**src/rtc_detect_pkg.sv**
```systemverilog
// shared constants and carrier types of the supply, oscillator and battery detection block
// assumes a single 40 MHz core clock and an internal 4-bit register port
package rtc_detect_pkg;

	// register offsets on the internal register port
	localparam logic [3:0] ADDR_DIGITAL_OFFSET = 4'h7;
	localparam logic [3:0] ADDR_CONTROL_ONE = 4'he;
	localparam logic [3:0] ADDR_CONTROL_TWO_STATUS = 4'hf;

	// control-2 field positions
	localparam int C2_BIT7_FLAG = 7;
	localparam int C2_BATTERY_DROP = 6;
	localparam int C2_OSC_STOP = 5;
	localparam int C2_POWER_ON = 4;
	localparam int C2_EVENT_DETECT = 3;
	localparam int C2_PERIODIC_IRQ = 2;
	localparam int C2_WEEKLY_ALARM = 1;
	localparam int C2_MONTHLY_ALARM = 0;

	// control-1 field positions
	localparam int C1_WEEKLY_ALARM_ENABLE = 7;
	localparam int C1_MONTHLY_ALARM_ENABLE = 6;
	localparam int C1_BIT5_READONLY = 5;

	// values after a power-on from zero volts
	localparam logic [7:0] C2_RESET = 8'h70;
	localparam logic [7:0] C1_RESET = 8'h00;
	localparam logic [7:0] OFFSET_RESET = 8'h00;

	// control-1 bit 5 is read-only zero; control-2 bits other than bit 5 cleared by writing zero
	localparam logic [7:0] C1_WRITE_MASK = 8'hdf;
	localparam logic [7:0] C2_CLEAR_MASK = 8'hdf;
	// bits held at zero while the power-on flag stands
	localparam logic [7:0] C2_FORCE_MASK = 8'h8f;

	// battery sampling window
	localparam real CLK_PERIOD_NS = 25.0;
	localparam real BAT_SAMPLE_MS = 7.8;
	localparam int BAT_SAMPLE_CYCLES = int'(BAT_SAMPLE_MS * 1000000.0 / CLK_PERIOD_NS);
	localparam int SAMPLE_CNT_W = 19;

	typedef struct packed {
		logic wr;
		logic rd;
		logic [3:0] addr;
		logic [7:0] wdata;
	} reg_req_t;

	// analog detector levels, asynchronous to core_clk
	typedef struct packed {
		logic por;
		logic osc_stop;
		logic bat_low;
	} det_pins_t;

	// flag sources from neighbouring timekeeping logic, same clock
	typedef struct packed {
		logic bit7_hit;
		logic event_hit;
		logic periodic_hit;
		logic weekly_match;
		logic monthly_match;
	} flag_evt_t;

	typedef enum logic [0:0] {
		MON_IDLE = 1'b0,
		MON_SAMPLE = 1'b1
	} mon_state_t;

endpackage : rtc_detect_pkg

```
**src/rtc_supply_osc_status_detect.sv**
```systemverilog
// power-on, oscillator-stop and battery-drop detection with the control registers
// assumes detector levels arrive asynchronously and sec_tick is a core_clk pulse
//
// Operation
// RULE1: power-on from zero sets power-on flag
// RULE2: write zero clears power-on flag, one ignored
// RULE3: power-on flag sticks until software clears
// RULE4: power-on flag forces listed register bits zero
// RULE5: power-on releases both interrupt pins
// RULE6: power-on defaults: control-2 70h, others zero
// RULE7: read-only bits read zero, writes dropped
// RULE8: software initialises other registers after power-on
// RULE9: oscillator stop clears oscillator flag, held
// RULE10: writes to oscillator flag have no effect
// RULE11: battery drop sets battery-drop flag
// RULE12: write zero clears battery flag, restarts monitor
// RULE13: battery sampled 7.8 ms each second
// RULE14: sampling halts while battery flag set
// RULE15: software clears battery flag after seconds write
// RULE16: results reported in control-2 at Fh
// RULE17: sampling second follows internal seconds tick
`timescale 1ns/1ps
module rtc_supply_osc_status_detect #(
	parameter int SAMPLE_CYCLES = rtc_detect_pkg::BAT_SAMPLE_CYCLES
) (
	input wire logic core_clk,
	input wire logic rst,
	input wire rtc_detect_pkg::reg_req_t reg_req,
	input wire rtc_detect_pkg::det_pins_t det_pins,
	input wire rtc_detect_pkg::flag_evt_t flag_evt,
	input wire logic sec_tick,
	output logic [7:0] reg_rdata,
	output logic reg_rvalid,
	output logic [7:0] digital_offset,
	output logic [7:0] control_one,
	output logic [7:0] control_two_status,
	output logic regs_clear,
	output logic bat_monitor_en,
	output logic int_wk_o,
	output logic int_wk_oe,
	output logic int_mo_o,
	output logic int_mo_oe
);
	rtc_detect_pkg::det_pins_t det_s;
	rtc_detect_pkg::mon_state_t state;
	rtc_detect_pkg::mon_state_t next_state;
	logic [rtc_detect_pkg::SAMPLE_CNT_W-1:0] sample_cnt;
	logic [rtc_detect_pkg::SAMPLE_CNT_W-1:0] next_sample_cnt;
	logic [rtc_detect_pkg::SAMPLE_CNT_W-1:0] sample_last;
	logic [7:0] next_offset;
	logic [7:0] next_ctrl1;
	logic [7:0] next_ctrl2;
	logic [7:0] clr_vec;
	logic [7:0] set_vec;
	logic [7:0] next_rdata;
	logic next_rvalid;
	logic next_wk_oe;
	logic next_mo_oe;
	logic pon_active;
	logic wr_c2;
	logic bat_set;

	assign sample_last = rtc_detect_pkg::SAMPLE_CNT_W'(SAMPLE_CYCLES - 1);
	assign wr_c2 = reg_req.wr && (reg_req.addr == rtc_detect_pkg::ADDR_CONTROL_TWO_STATUS);
	// a stored flag or a fresh detection both hold the forced state
	assign pon_active = control_two_status[rtc_detect_pkg::C2_POWER_ON] || det_s.por;
	assign bat_set = (state == rtc_detect_pkg::MON_SAMPLE) && det_s.bat_low
		&& !control_two_status[rtc_detect_pkg::C2_BATTERY_DROP];

	sync_two_flop #(
		.WIDTH(3)
	) u_det_sync (
		.core_clk(core_clk),
		.rst(rst),
		.async_in(det_pins),
		.sync_out(det_s)
	);

	// battery monitor scheduling
	always_comb
	begin
		next_state = state;
		next_sample_cnt = sample_cnt;
		case (state)
			rtc_detect_pkg::MON_IDLE:
			begin
				next_sample_cnt = '0;
				if (sec_tick && !control_two_status[rtc_detect_pkg::C2_BATTERY_DROP]) // RULE13 RULE17
				begin
					next_state = rtc_detect_pkg::MON_SAMPLE;
				end
			end
			rtc_detect_pkg::MON_SAMPLE:
			begin
				if (control_two_status[rtc_detect_pkg::C2_BATTERY_DROP]) // RULE14
				begin
					next_state = rtc_detect_pkg::MON_IDLE;
				end
				else if (sample_cnt == sample_last) // RULE13
				begin
					next_state = rtc_detect_pkg::MON_IDLE;
				end
				else
				begin
					next_sample_cnt = sample_cnt + 1'b1;
				end
			end
			default:
			begin
				next_state = rtc_detect_pkg::MON_IDLE;
			end
		endcase
	end

	always_ff @(posedge core_clk)
	begin
		if (rst)
		begin
			state <= rtc_detect_pkg::MON_IDLE;
			sample_cnt <= '0;
		end
		else
		begin
			state <= next_state;
			sample_cnt <= next_sample_cnt;
		end
	end

	// register file and status flags
	always_comb
	begin
		next_offset = digital_offset;
		next_ctrl1 = control_one;
		if (reg_req.wr && reg_req.addr == rtc_detect_pkg::ADDR_DIGITAL_OFFSET)
		begin
			next_offset = reg_req.wdata;
		end
		if (reg_req.wr && reg_req.addr == rtc_detect_pkg::ADDR_CONTROL_ONE)
		begin
			next_ctrl1 = reg_req.wdata & rtc_detect_pkg::C1_WRITE_MASK; // RULE7
		end
		// writing zero clears; the oscillator bit is outside the clear mask
		clr_vec = wr_c2 ? (~reg_req.wdata & rtc_detect_pkg::C2_CLEAR_MASK) : 8'h00; // RULE2 RULE10 RULE12
		set_vec = {flag_evt.bit7_hit, bat_set, 1'b0, det_s.por, flag_evt.event_hit,
			flag_evt.periodic_hit,
			flag_evt.weekly_match && control_one[rtc_detect_pkg::C1_WEEKLY_ALARM_ENABLE],
			flag_evt.monthly_match && control_one[rtc_detect_pkg::C1_MONTHLY_ALARM_ENABLE]};
		// set after clear so a same-cycle event is kept
		next_ctrl2 = (control_two_status & ~clr_vec) | set_vec; // RULE1 RULE3 RULE11 RULE16
		if (det_s.osc_stop)
		begin
			next_ctrl2[rtc_detect_pkg::C2_OSC_STOP] = 1'b0; // RULE9
		end
		if (pon_active)
		begin
			next_offset = rtc_detect_pkg::OFFSET_RESET; // RULE4
			next_ctrl1 = rtc_detect_pkg::C1_RESET; // RULE4
			next_ctrl2 = next_ctrl2 & ~rtc_detect_pkg::C2_FORCE_MASK; // RULE4
		end
		if (det_s.por)
		begin
			next_ctrl2 = rtc_detect_pkg::C2_RESET; // RULE6
		end
		next_rvalid = reg_req.rd;
		case (reg_req.addr)
			rtc_detect_pkg::ADDR_DIGITAL_OFFSET: next_rdata = digital_offset;
			rtc_detect_pkg::ADDR_CONTROL_ONE: next_rdata = control_one;
			rtc_detect_pkg::ADDR_CONTROL_TWO_STATUS: next_rdata = control_two_status; // RULE16
			default: next_rdata = 8'h00;
		endcase
		if (!reg_req.rd)
		begin
			next_rdata = reg_rdata;
		end
		// open-drain pins only ever pull low; power-on lets go of both
		next_wk_oe = control_two_status[rtc_detect_pkg::C2_WEEKLY_ALARM] && !pon_active; // RULE5
		next_mo_oe = control_two_status[rtc_detect_pkg::C2_MONTHLY_ALARM] && !pon_active; // RULE5
	end

	always_ff @(posedge core_clk)
	begin
		if (rst)
		begin
			digital_offset <= rtc_detect_pkg::OFFSET_RESET;
			control_one <= rtc_detect_pkg::C1_RESET;
			control_two_status <= rtc_detect_pkg::C2_RESET;
			reg_rdata <= 8'h00;
			reg_rvalid <= 1'b0;
			regs_clear <= 1'b1;
			int_wk_o <= 1'b0;
			int_wk_oe <= 1'b0;
			int_mo_o <= 1'b0;
			int_mo_oe <= 1'b0;
			bat_monitor_en <= 1'b0;
		end
		else
		begin
			digital_offset <= next_offset;
			control_one <= next_ctrl1;
			control_two_status <= next_ctrl2;
			reg_rdata <= next_rdata;
			reg_rvalid <= next_rvalid;
			regs_clear <= next_ctrl2[rtc_detect_pkg::C2_POWER_ON]; // RULE4
			int_wk_o <= 1'b0;
			int_wk_oe <= next_wk_oe;
			int_mo_o <= 1'b0;
			int_mo_oe <= next_mo_oe;
			bat_monitor_en <= (next_state == rtc_detect_pkg::MON_SAMPLE);
		end
	end

	property p_pon_set;
		@(posedge core_clk) disable iff (rst)
		det_s.por |=> control_two_status == rtc_detect_pkg::C2_RESET;
	endproperty
	a_pon_set: assert property (p_pon_set) else $error("power-on defaults not loaded"); // RULE1 RULE6

	property p_pon_hold;
		@(posedge core_clk) disable iff (rst)
		control_two_status[4] && !(wr_c2 && !reg_req.wdata[4]) |=> control_two_status[4];
	endproperty
	a_pon_hold: assert property (p_pon_hold) else $error("power-on flag dropped"); // RULE3

	property p_pon_clear;
		@(posedge core_clk) disable iff (rst)
		wr_c2 && !reg_req.wdata[4] && !det_s.por |=> !control_two_status[4];
	endproperty
	a_pon_clear: assert property (p_pon_clear) else $error("power-on flag not cleared"); // RULE2

	property p_force_zero;
		@(posedge core_clk) disable iff (rst)
		control_two_status[4] |-> control_one == 8'h00 && digital_offset == 8'h00
			&& (control_two_status & 8'h8f) == 8'h00 && regs_clear;
	endproperty
	a_force_zero: assert property (p_force_zero) else $error("registers not forced"); // RULE4

	property p_int_release;
		@(posedge core_clk) disable iff (rst)
		control_two_status[4] |-> !int_wk_oe && !int_mo_oe;
	endproperty
	a_int_release: assert property (p_int_release) else $error("interrupt pin driven"); // RULE5

	property p_readonly_bit;
		@(posedge core_clk) disable iff (rst)
		reg_req.rd && reg_req.addr == 4'he |=> reg_rvalid && !reg_rdata[5];
	endproperty
	a_readonly_bit: assert property (p_readonly_bit) else $error("read-only bit set"); // RULE7

	property p_osc_clear;
		@(posedge core_clk) disable iff (rst)
		control_two_status[5] && det_s.osc_stop && !det_s.por |=> !control_two_status[5];
	endproperty
	a_osc_clear: assert property (p_osc_clear) else $error("oscillator flag not cleared"); // RULE9

	property p_osc_write;
		@(posedge core_clk) disable iff (rst)
		wr_c2 && !det_s.osc_stop && !det_s.por
			|=> control_two_status[5] == $past(control_two_status[5]);
	endproperty
	a_osc_write: assert property (p_osc_write) else $error("oscillator flag written"); // RULE10

	property p_bat_set;
		@(posedge core_clk) disable iff (rst)
		bat_set |=> control_two_status[6];
	endproperty
	a_bat_set: assert property (p_bat_set) else $error("battery flag not set"); // RULE11

	// only a zero written to bit 6 may drop the flag
	property p_bat_hold;
		@(posedge core_clk) disable iff (rst)
		control_two_status[6] && !(wr_c2 && !reg_req.wdata[6]) |=> control_two_status[6];
	endproperty
	a_bat_hold: assert property (p_bat_hold) else $error("battery flag dropped"); // RULE12

	property p_bat_clear;
		@(posedge core_clk) disable iff (rst)
		wr_c2 && !reg_req.wdata[6] && !bat_set && !det_s.por |=> !control_two_status[6];
	endproperty
	a_bat_clear: assert property (p_bat_clear) else $error("battery flag not cleared"); // RULE12

	property p_sample_stop;
		@(posedge core_clk) disable iff (rst)
		control_two_status[6] && state == rtc_detect_pkg::MON_SAMPLE |=> !bat_monitor_en;
	endproperty
	a_sample_stop: assert property (p_sample_stop) else $error("sampling not stopped"); // RULE14

	property p_window;
		@(posedge core_clk) disable iff (rst)
		state == rtc_detect_pkg::MON_SAMPLE |-> int'(sample_cnt) < SAMPLE_CYCLES && bat_monitor_en;
	endproperty
	a_window: assert property (p_window) else $error("sampling window overrun"); // RULE13

	property p_tick_start;
		@(posedge core_clk) disable iff (rst)
		sec_tick && state == rtc_detect_pkg::MON_IDLE && !control_two_status[6]
			|=> state == rtc_detect_pkg::MON_SAMPLE;
	endproperty
	a_tick_start: assert property (p_tick_start) else $error("sampling not started"); // RULE17

	c_pon_clear: cover property (@(posedge core_clk) disable iff (rst)
		control_two_status[4] ##1 !control_two_status[4]);
	c_bat_drop: cover property (@(posedge core_clk) disable iff (rst) bat_set);
	c_osc_stop: cover property (@(posedge core_clk) disable iff (rst)
		control_two_status[5] ##1 !control_two_status[5]);
	c_window_end: cover property (@(posedge core_clk) disable iff (rst)
		state == rtc_detect_pkg::MON_SAMPLE ##1 state == rtc_detect_pkg::MON_IDLE);
endmodule : rtc_supply_osc_status_detect

```
**src/sync_two_flop.sv**
```systemverilog
// two-flop synchroniser for asynchronous levels
// assumes the levels are quasi-static compared with core_clk
`timescale 1ns/1ps
module sync_two_flop #(
	parameter int WIDTH = 1
) (
	input wire logic core_clk,
	input wire logic rst,
	input wire logic [WIDTH-1:0] async_in,
	output logic [WIDTH-1:0] sync_out
);
	logic [WIDTH-1:0] meta;

	// first stage is read only by the second
	always_ff @(posedge core_clk)
	begin
		if (rst)
		begin
			meta <= '0;
			sync_out <= '0;
		end
		else
		begin
			meta <= async_in;
			sync_out <= meta;
		end
	end
endmodule : sync_two_flop

```
**config.mk**
```make
export PLATFORM = sky130hd
export DESIGN_NAME = rtc_supply_osc_status_detect
export DESIGN_NICKNAME = d
export VERILOG_FILES = /design/src/rtc_detect_pkg.sv /design/src/rtc_supply_osc_status_detect.sv /design/src/sync_two_flop.sv
export SDC_FILE = /design/constraint.sdc
export NUM_CORES = 1
export LEC_CHECK = 0
export ABC_CLOCK_PERIOD_IN_PS = 2400
export BUFFER_PORTS_ARGS = -buffer_cell sky130_fd_sc_hd__buf_2
export CAP_MARGIN = 20
export CORE_MARGIN = 1
export CORE_UTILIZATION = 40
export CTS_CLUSTER_DIAMETER = 120
export DETAILED_ROUTE_END_ITERATION = 12
export PLACE_DENSITY = 0.66
export SLEW_MARGIN = 20
export SYNTH_ARGS = -nofsm -noshare
export SYNTH_HDL_FRONTEND = slang
export SYNTH_SLANG_ARGS = --single-unit
```
**constraint.sdc**
```tcl
create_clock -name core_clk -period 2.4 [get_ports core_clk]
set_input_delay 0.48 -clock core_clk [delete_from_list [all_inputs] [get_ports core_clk]]
set_output_delay 0.48 -clock core_clk [all_outputs]
set_load 0.05 [all_outputs]
```
==> flow_summary.ini, run 1 <==
[placed_design]
numPortBuffers = 60
dp_hpwl_microns = 4091
gp_congestion = 0.7752
dp.cells = 402
place_area_sq_um = 2920
dp_slack_ns = 0.4982

[sta]
finalMaxSlewViolations = 0
finalSetupTns_ns = 0
max_freq_mhz = 518.6
holdWs_ns = 0.3568
setup_ws_ns = 0.4718
finalHoldViolations = 0
min_period_ns = 1.928
finalSetupViolCount = 0
post-route-period-util = 0.8034
rsz0062_at_grt = no
worst_pin_slew_ns = 0.7855
finClkSkew_ns = 0.008931
max-slew-margin-rel = 0.4763

[setup_path]
cp.arrival_ns = 2.15
reg2reg_to = sample_cnt[14]
rr_startpoint = sample_cnt[0]
crit_path_start = sample_cnt[0]
critPathKind = flop to flop
worst-r2r-setup-slack_ns = 0.47
required_ns = 2.62
cp-start-kind = flop
rr_worst_depth = 5
critPathMaxFanout = 6
endpoint = sample_cnt[14]
worst_setup_path_end_kind = flop

[power_and_ir_drop]
vdd_drop_max_mv = 0.4189
power_mw = 2.091
p_int_mw = 1.643
power_density_nw_per_um2 = 666.5
switchingPower_mw = 0.4482
swShare = 0.2144
clkPwrFrac = 0.475
p_leak_nw = 1.233
power_frac_seq = 0.481
combPwrFrac = 0.044

[synthesis]
syn_area_sq_um = 2561
yosysWarnings = 0
syn_avg_cell_area_sq_um = 9.280
synth_ff_type = dfxtp_1
ys_types = 45
seq_area_frac_synth = 0.4690
ys_ff_latch = 60
synth-edff-count = 0
ys_async_sr_fraction = 0
synth_cells = 276

[cells_and_area]
diodes = 0
final_area_sq_um = 3137
final_cell_mix = 60 x dfxtp_1, 60 x buf_2, 30 x nor2_1
syn_to_final_growth_pct = 22.47
utilization = 0.5175
fillers = 581
finalNetCount = 364
fin_cells = 418
layout-drive-gt1-share = 0.2770

[cts]
clockBufferDepth = 2
postCtsResizedCells = 0
post-cts-setup-buffers = 0
numCtsBuffers = 9
clockRootBuffer = clkbuf_8
ctsHtreeMaxLevel = 3
cts_hold_buf = 0
cts_tree = done
cts_sinks = 60
cts.clk_slew.worst_paths_ns = 0.07
clk_latency_ns = 0.33

[die]
io_pins = 64
die-area_sq_um = 6727
rows = 28
die_h_microns = 82.02
die_w_microns = 82.02
start_util = 0.4226
core_area_sq_um = 6061

[drt]
drt_first_pass_iters = 4
wl_per_cell_microns = 13.87
routed_via_density = 5.225
detail-route-antenna-nets = 0
vias = 2184
drt_iter0_drc = 98
drc = 0
wirelength_microns = 5797

[global_routing]
antenna_found_initial = 0
grt_first_pass_wirelength_microns = 9315
grt.overflow.total = 0
grt_max_degree = 23
gr-usage-all-layers = 0.1874
grt_pass1_vias = 2013

[flow_run]
max_cap_violations = 0

[worst_hold_path]
hp-class = input pin to flop

[outcome]
outcome = completed
## state kept, by name (all words and copies together) (netlist names), 3 cells and up
name,flops
u_det_sync.sync_out,3
sample_cnt,19
control_two_status,8
control_one,7
digital_offset,8
reg_rdata,8
u_det_sync.meta,3
## layer usage
metal,vias up,global-route usage,wire length (microns)
met4,0,0.09825,117
li1,1091,-,-
met3,10,0.04000,269
met1,1029,0.2561,2823
met2,54,0.2744,2586
met5,-,0,0
## worst min path at each step
stage / start / to / slack (ns) / cells past startpoint
2_1_floorplan: u_det_sync.sync_out[1] / control_two_status[5] / 0.39 / 1
3_3_place_gp: u_det_sync.sync_out[1] / control_two_status[5] / 0.40 / 1
3_5_place_dp: u_det_sync.meta[0] / u_det_sync.sync_out[0] / 0.43 / 1
4_1_cts: det_pins[2] / u_det_sync.meta[2] / 0.35 / 2
5_1_grt: det_pins[2] / u_det_sync.meta[2] / 0.38 / 2
6_report: det_pins[2] / u_det_sync.meta[2] / 0.36 / 2
## cell type report
type | count | area (sq um) | area share
timing repair buffer | 64 | 330.3 | 0.1053
inverter | 9 | 33.78 | 0.01077
tap | 75 | 93.84 | 0.02992
clock buffer | 11 | 141.4 | 0.04507
multi-input combinational | 194 | 1261 | 0.4021
sequential | 60 | 1201 | 0.3829
clock inverter | 5 | 75.07 | 0.02393
## power by group through the flow
stage | sequential (mW) | clock [mW] | combinational [mW]
after floorplan | 1.04 | 0 | 0.0486
after global placement | 1.03 | 0 | 0.0888
after detailed placement | 1.03 | 0 | 0.0903
after CTS | 1.01 | 1.01 | 0.0909
after global routing | 1.01 | 1.06 | 0.100
final | 1.01 | 0.994 | 0.0910
## synth_stat cells (7+ instances only)
cell | count | area [sq um]
a21oi_1 | 12 | 60.06
a22oi_1 | 7 | 52.55
clkbuf_1 | 9 | 33.78
dfxtp_1 | 60 | 1201
inv_1 | 9 | 33.78
mux2_2 | 7 | 78.83
mux2i_1 | 21 | 210.2
nand2_1 | 22 | 82.58
nand3_1 | 9 | 45.04
nor2_1 | 30 | 112.6
nor2b_1 | 9 | 56.30
o21ai_0 | 18 | 90.09
## cells by family after synthesis
logic type | share of synthesized area
AOI/OAI and AO/OA | 0.1192
xor gates and xnor gates | 0.02052
adders and majority gates | 0.004884
buffers and inverters | 0.04152
DFF | 0.4690
muxes | 0.1128
other | 0.001464
and+or+nand+nor | 0.2306
## worst max-delay path, cell delays in order, from the launching register on
cell     delay, ns
dfxtp_1       0.38
ha_1          0.27
nand3_1       0.19
nor4_2        0.60
a31oi_1       0.16
a41o_1        0.22
No activity file was read; power rests on OpenSTA's default activity.
==> run 2: changes to the inputs <==
- ABC_CLOCK_PERIOD_IN_PS: 2400 -> 1750
- PLACE_DENSITY: 0.66 -> 0.68
- clock period: 2.4 -> 1.75 ns (I/O delays scaled with it)
==> run 2 against run 1 <==
Clock skew increased by 0.0014 ns. Fmax is 15% higher. Non-clock buffer count is 15 higher. Sequential share of layout area is 0.94 points lower. Sequential power up 37%. Critical path depth is the same. Combinational power rose by 42%. Design area is 3.3% higher.
==> flow_summary.ini, run 2 (synthesis results as in run 1) <==
[cells_and_area]
fillers = 572
top_register = sample_cnt
mostFrequentLayoutCell = buf_2
largest_reg_flops = 19
utilization = 0.5345
diodes = 0
multi_input_area_sq_um = 1280
finalNetCount = 379
regArea_sq_um = 1210
final_cell_mix = 60 x buf_2, 53 x dfxtp_1, 30 x nor2_1
layout-drive-gt1-share = 0.3389
syn_to_final_growth_pct = 26.48
final_area_sq_um = 3239

[flow_run]
max_cap_violations = 0

[global_routing]
grt_util_met2 = 0.2727
grt_pass1_vias = 2002
gr-usage-all-layers = 0.1900
grt_use_met3 = 0.04556
grt_max_degree = 23
grt_first_pass_wirelength_microns = 9466
busiest_layer = met2
antenna_found_initial = 0
grt_use_met1 = 0.2632
grt.overflow.total = 0

[cts]
cts_tree = done
clockRootBuffer = clkbuf_8
clk_latency_ns = 0.34
cts_sinks = 60
numCtsBuffers = 9
ctsHtreeMaxLevel = 3
clockBufferDepth = 2
cts.clk_slew.worst_paths_ns = 0.07

[placed_design]
place_area_sq_um = 3050
dp_hpwl_microns = 4268
numPortBuffers = 60
gp_congestion = 0.8225

[sta]
max_freq_mhz = 597.1
holdWs_ns = 0.2215
finClkSkew_ns = 0.01036
finalSetupViolCount = 0
post-route-period-util = 0.9570
finalSetupTns_ns = 0
rsz0062_at_grt = no
worst_pin_slew_ns = 0.5286
finalHoldViolations = 0
finalMaxSlewViolations = 0
min_period_ns = 1.675
max-slew-margin-rel = 0.6469

[drt]
drt_iter0_drc = 113
vias = 2226
routed_via_density = 5.153
drt_first_pass_iters = 4
drc = 0
wirelength_microns = 5935
wl_per_cell_microns = 13.74
detail-route-antenna-nets = 0

[die]
die_w_microns = 82.02
die-area_sq_um = 6727
io_pins = 64
die_h_microns = 82.02
start_util = 0.4226
rows = 28
core_area_sq_um = 6061

[worst_hold_path]
hp-class = input pin to flop

[power_and_ir_drop]
power_mw = 2.585
power_density_nw_per_um2 = 798.1
p_leak_nw = 1.299
vdd_drop_max_mv = 0.6079

[setup_path]
critPathKind = flop to flop
worst_setup_path_end_kind = flop
critPathMaxFanout = 6
required_ns = 2.02
cp.arrival_ns = 1.94
cp-start-kind = flop

[outcome]
outcome = completed
==> run 2: changes by cell type in the layout (fill, tap and decap cells not counted), sizes merged <==
cell    previous run  this run
bufinv             2         0
clkinv             3         5
clkbuf            11        10
buf               64        79
==> run 2: critical path, stage by stage (launching register included) <==
cell and delay, ns:
dfxtp_2 0.33, buf_4 0.11, and3b_1 0.19, or4b_4 0.51, or3_4 0.35, a21oi_2 0.12
==> run 2: worst paths after layout <==
kind,depth (start not counted),slack [ns],from,to
setup / recovery,5,0.08,sample_cnt[6],sample_cnt[13]
hold / removal,2,0.22,det_pins[2],u_det_sync.meta[2]
setup reg to reg,5,0.08,sample_cnt[6],sample_cnt[13]
hold reg to reg,1,0.42,u_det_sync.sync_out[1],control_two_status[5]
==> run 2: area by class of cell <==
type                    instances  share of cell area
clock buffers                  10             0.04249
clock inverters                 5            0.008884
inverters                       9             0.01043
multi-input cells             194              0.3951
flip-flops and latches         60              0.3735
well taps                      75             0.02897
repair buffers                 79              0.1406
==> run 2: timing repair <==
item / in CTS / in global routing
endpoints found under the setup margin: 0 / 7
setup buffers: 0 / 0
hold buffers: 0 / 0
gates resized for setup: 0 / 10
==> run 2: metrics by stage <==
| step | cells | setup slack (ns) |
|---|---|---|
| after floorplan | 278 | 0.005121 |
| after global placement | 417 | 0.08759 |
| after detailed placement | 417 | 0.03087 |
| after CTS | 432 | 0.004768 |
| after global routing | 432 | 0.002805 |
| final | 432 | 0.07522 |
==> run 2: layer usage <==
layer	part of all wire	wire, microns
met4	0.017	102
met1	0.49	2881
met2	0.44	2630
met5	0	0
met3	0.054	320
==> run 2: power by group <==
group          switching [mW]  leakage (nW)  total [mW]  internal, mW
sequential            0.00368         0.489        1.38          1.38
combinational          0.0810         0.718       0.129        0.0478
clock                   0.541        0.0917        1.08         0.536
==> run 3: changes to the inputs <==
- CTS_BUF_LIST: default -> sky130_fd_sc_hd__clkbuf_16
==> run 3 against run 2 <==
Cell count did not move. Sequential power about the same. Clock-buffer cell count fell by 1. First-iteration DRC count fell by 7.1%. Register-to-register slack hardly changed. Clock power grew 43%. Largest power group is now clock.
==> flow_summary.ini, run 3 (synthesis results as in run 1) <==
[drt]
routed_via_density = 5.141
wirelength_microns = 5995
wl_per_cell_microns = 13.88
vias = 2221
drt_iter0_drc = 105
detail-route-antenna-nets = 0
drt_first_pass_iters = 4
drc = 0

[cts]
cts_sinks = 60
numCtsBuffers = 9
ctsHtreeMaxLevel = 3
clk_latency_ns = 0.32
clockBufferDepth = 2
cts_hold_buf = 0
cts_tree = done
cts.clk_slew.worst_paths_ns = 0.05
clockRootBuffer = clkbuf_16

[setup_path]
cp-start-kind = flop
slowest_stage = or4b_4
cpPeakStageDelay_ns = 0.51
reg2reg_to = sample_cnt[15]
cp_top_family = simple AND/OR/NAND/NOR gates
cp.arrival_ns = 1.93
rr_worst_depth = 5
worst-r2r-setup-slack_ns = 0.07
path_cells = buf_6 > and3b_1 > or4b_4 > or3_1 > a21oi_1
crit_buf_inv = 1
worst_setup_path_end_kind = flop
critPathKind = flop to flop
critPathMaxFanout = 6
required_ns = 2.00
rr_startpoint = sample_cnt[6]

[die]
core_area_sq_um = 6061
io_pins = 64
die_h_microns = 82.02
die_w_microns = 82.02
rows = 28
start_util = 0.4226
die-area_sq_um = 6727

[power_and_ir_drop]
vdd_drop_max_mv = 0.5483
p_leak_nw = 1.340
power_density_nw_per_um2 = 913.7

[placed_design]
gp_congestion = 0.8225
dp.cells = 417
place_area_sq_um = 3050
numPortBuffers = 60
dp_hpwl_microns = 4268

[flow_run]
max_cap_violations = 0

[cells_and_area]
syn_to_final_growth_pct = 30.19
fillers = 553
diodes = 0
regArea_sq_um = 1210
layout-drive-gt1-share = 0.3361
final_cell_mix = 60 x buf_2, 53 x dfxtp_1, 30 x nor2_1
finalNetCount = 379
top_register = sample_cnt
utilization = 0.5502
fin_cells = 432
largest_reg_flops = 19
mostFrequentLayoutCell = buf_2
multi_input_area_sq_um = 1280
final_area_sq_um = 3334

[worst_hold_path]
hp-class = input pin to flop
hold_depth = 2
hold_end = u_det_sync.meta[1]
holdCritStartpoint = det_pins[1]

[sta]
min_period_ns = 1.681
finalSetupTns_ns = 0
worst_pin_slew_ns = 0.5101
post-route-period-util = 0.9608
finClkSkew_ns = 0.005033
finalSetupViolCount = 0
max-slew-margin-rel = 0.6592
finalMaxSlewViolations = 0
rsz0062_at_grt = no
finalHoldViolations = 0
max_freq_mhz = 594.7

[global_routing]
gr-usage-all-layers = 0.1912
grt_pass1_vias = 2021
grt_first_pass_wirelength_microns = 9522
grt_max_degree = 23
antenna_found_initial = 0
grt.overflow.total = 0

[outcome]
outcome = completed
==> run 3: changes by cell type in the layout (fill, tap and decap cells not counted), sizes merged <==
cell	change
clkbuf	-1
clkinv	+1
==> run 3: stage by stage <==
step | hold WS [ns] | worst slack [ns] | total power [mW]
after CTS | 0.2260 | 0.008936 | 3.062
final | 0.2308 | 0.06855 | 3.047
after detailed placement | 0.4072 | 0.03087 | 1.538
after floorplan | 0.3882 | 0.005121 | 1.490
after global placement | 0.3975 | 0.08759 | 1.537
after global routing | 0.2426 | 0.004681 | 3.143
==> run 3: timing repair <==
action                                 in CTS  in global routing
resized for setup                           0                 11
endpoints found under the hold margin       0                  0
setup endpoints to repair                   0                  7
setup buffers                               0                  0
==> run 3: report_power, final <==
| part | total (mW) | switching [mW] | leakage [nW] | internal (mW) |
|---|---|---|---|---|
| clock | 1.54 | 0.602 | 0.132 | 0.934 |
| sequential | 1.38 | 0.00364 | 0.489 | 1.38 |
| combinational | 0.129 | 0.0808 | 0.719 | 0.0478 |
| total | 3.05 | 0.687 | 1.34 | 2.36 |
==> run 3: how the worst max path moves through the flow <==
| stage | from | to | slack (ns) | cells past startpoint |
|---|---|---|---|---|
| floorplan | control_two_status[6] | sample_cnt[17] | 0.005 | 4 |
| global placement | sample_cnt[11] | sample_cnt[2] | 0.09 | 4 |
| detailed placement | sample_cnt[11] | sample_cnt[2] | 0.03 | 4 |
| CTS | sample_cnt[8] | sample_cnt[13] | 0.009 | 4 |
| global route | sample_cnt[6] | sample_cnt[15] | 0.005 | 5 |
| finish | sample_cnt[6] | sample_cnt[15] | 0.07 | 5 |
==> run 3: area by class of cell <==
class	instances	area share
clock buffers	9	0.06754
clock inverters	6	0.009756
inverters	9	0.01013
multi-input cells	194	0.3839
flip-flops and latches	60	0.3629
well taps	75	0.02814
repair buffers	79	0.1377
==> run 3: layer usage <==
layer / wire, microns / vias up / GRT usage
li1: - / 1124 / -
met1: 2947 / 1039 / 0.2611
met2: 2663 / 53 / 0.2760
met3: 294 / 5 / 0.05667
met4: 89 / 0 / 0.08421
met5: 0 / - / 0
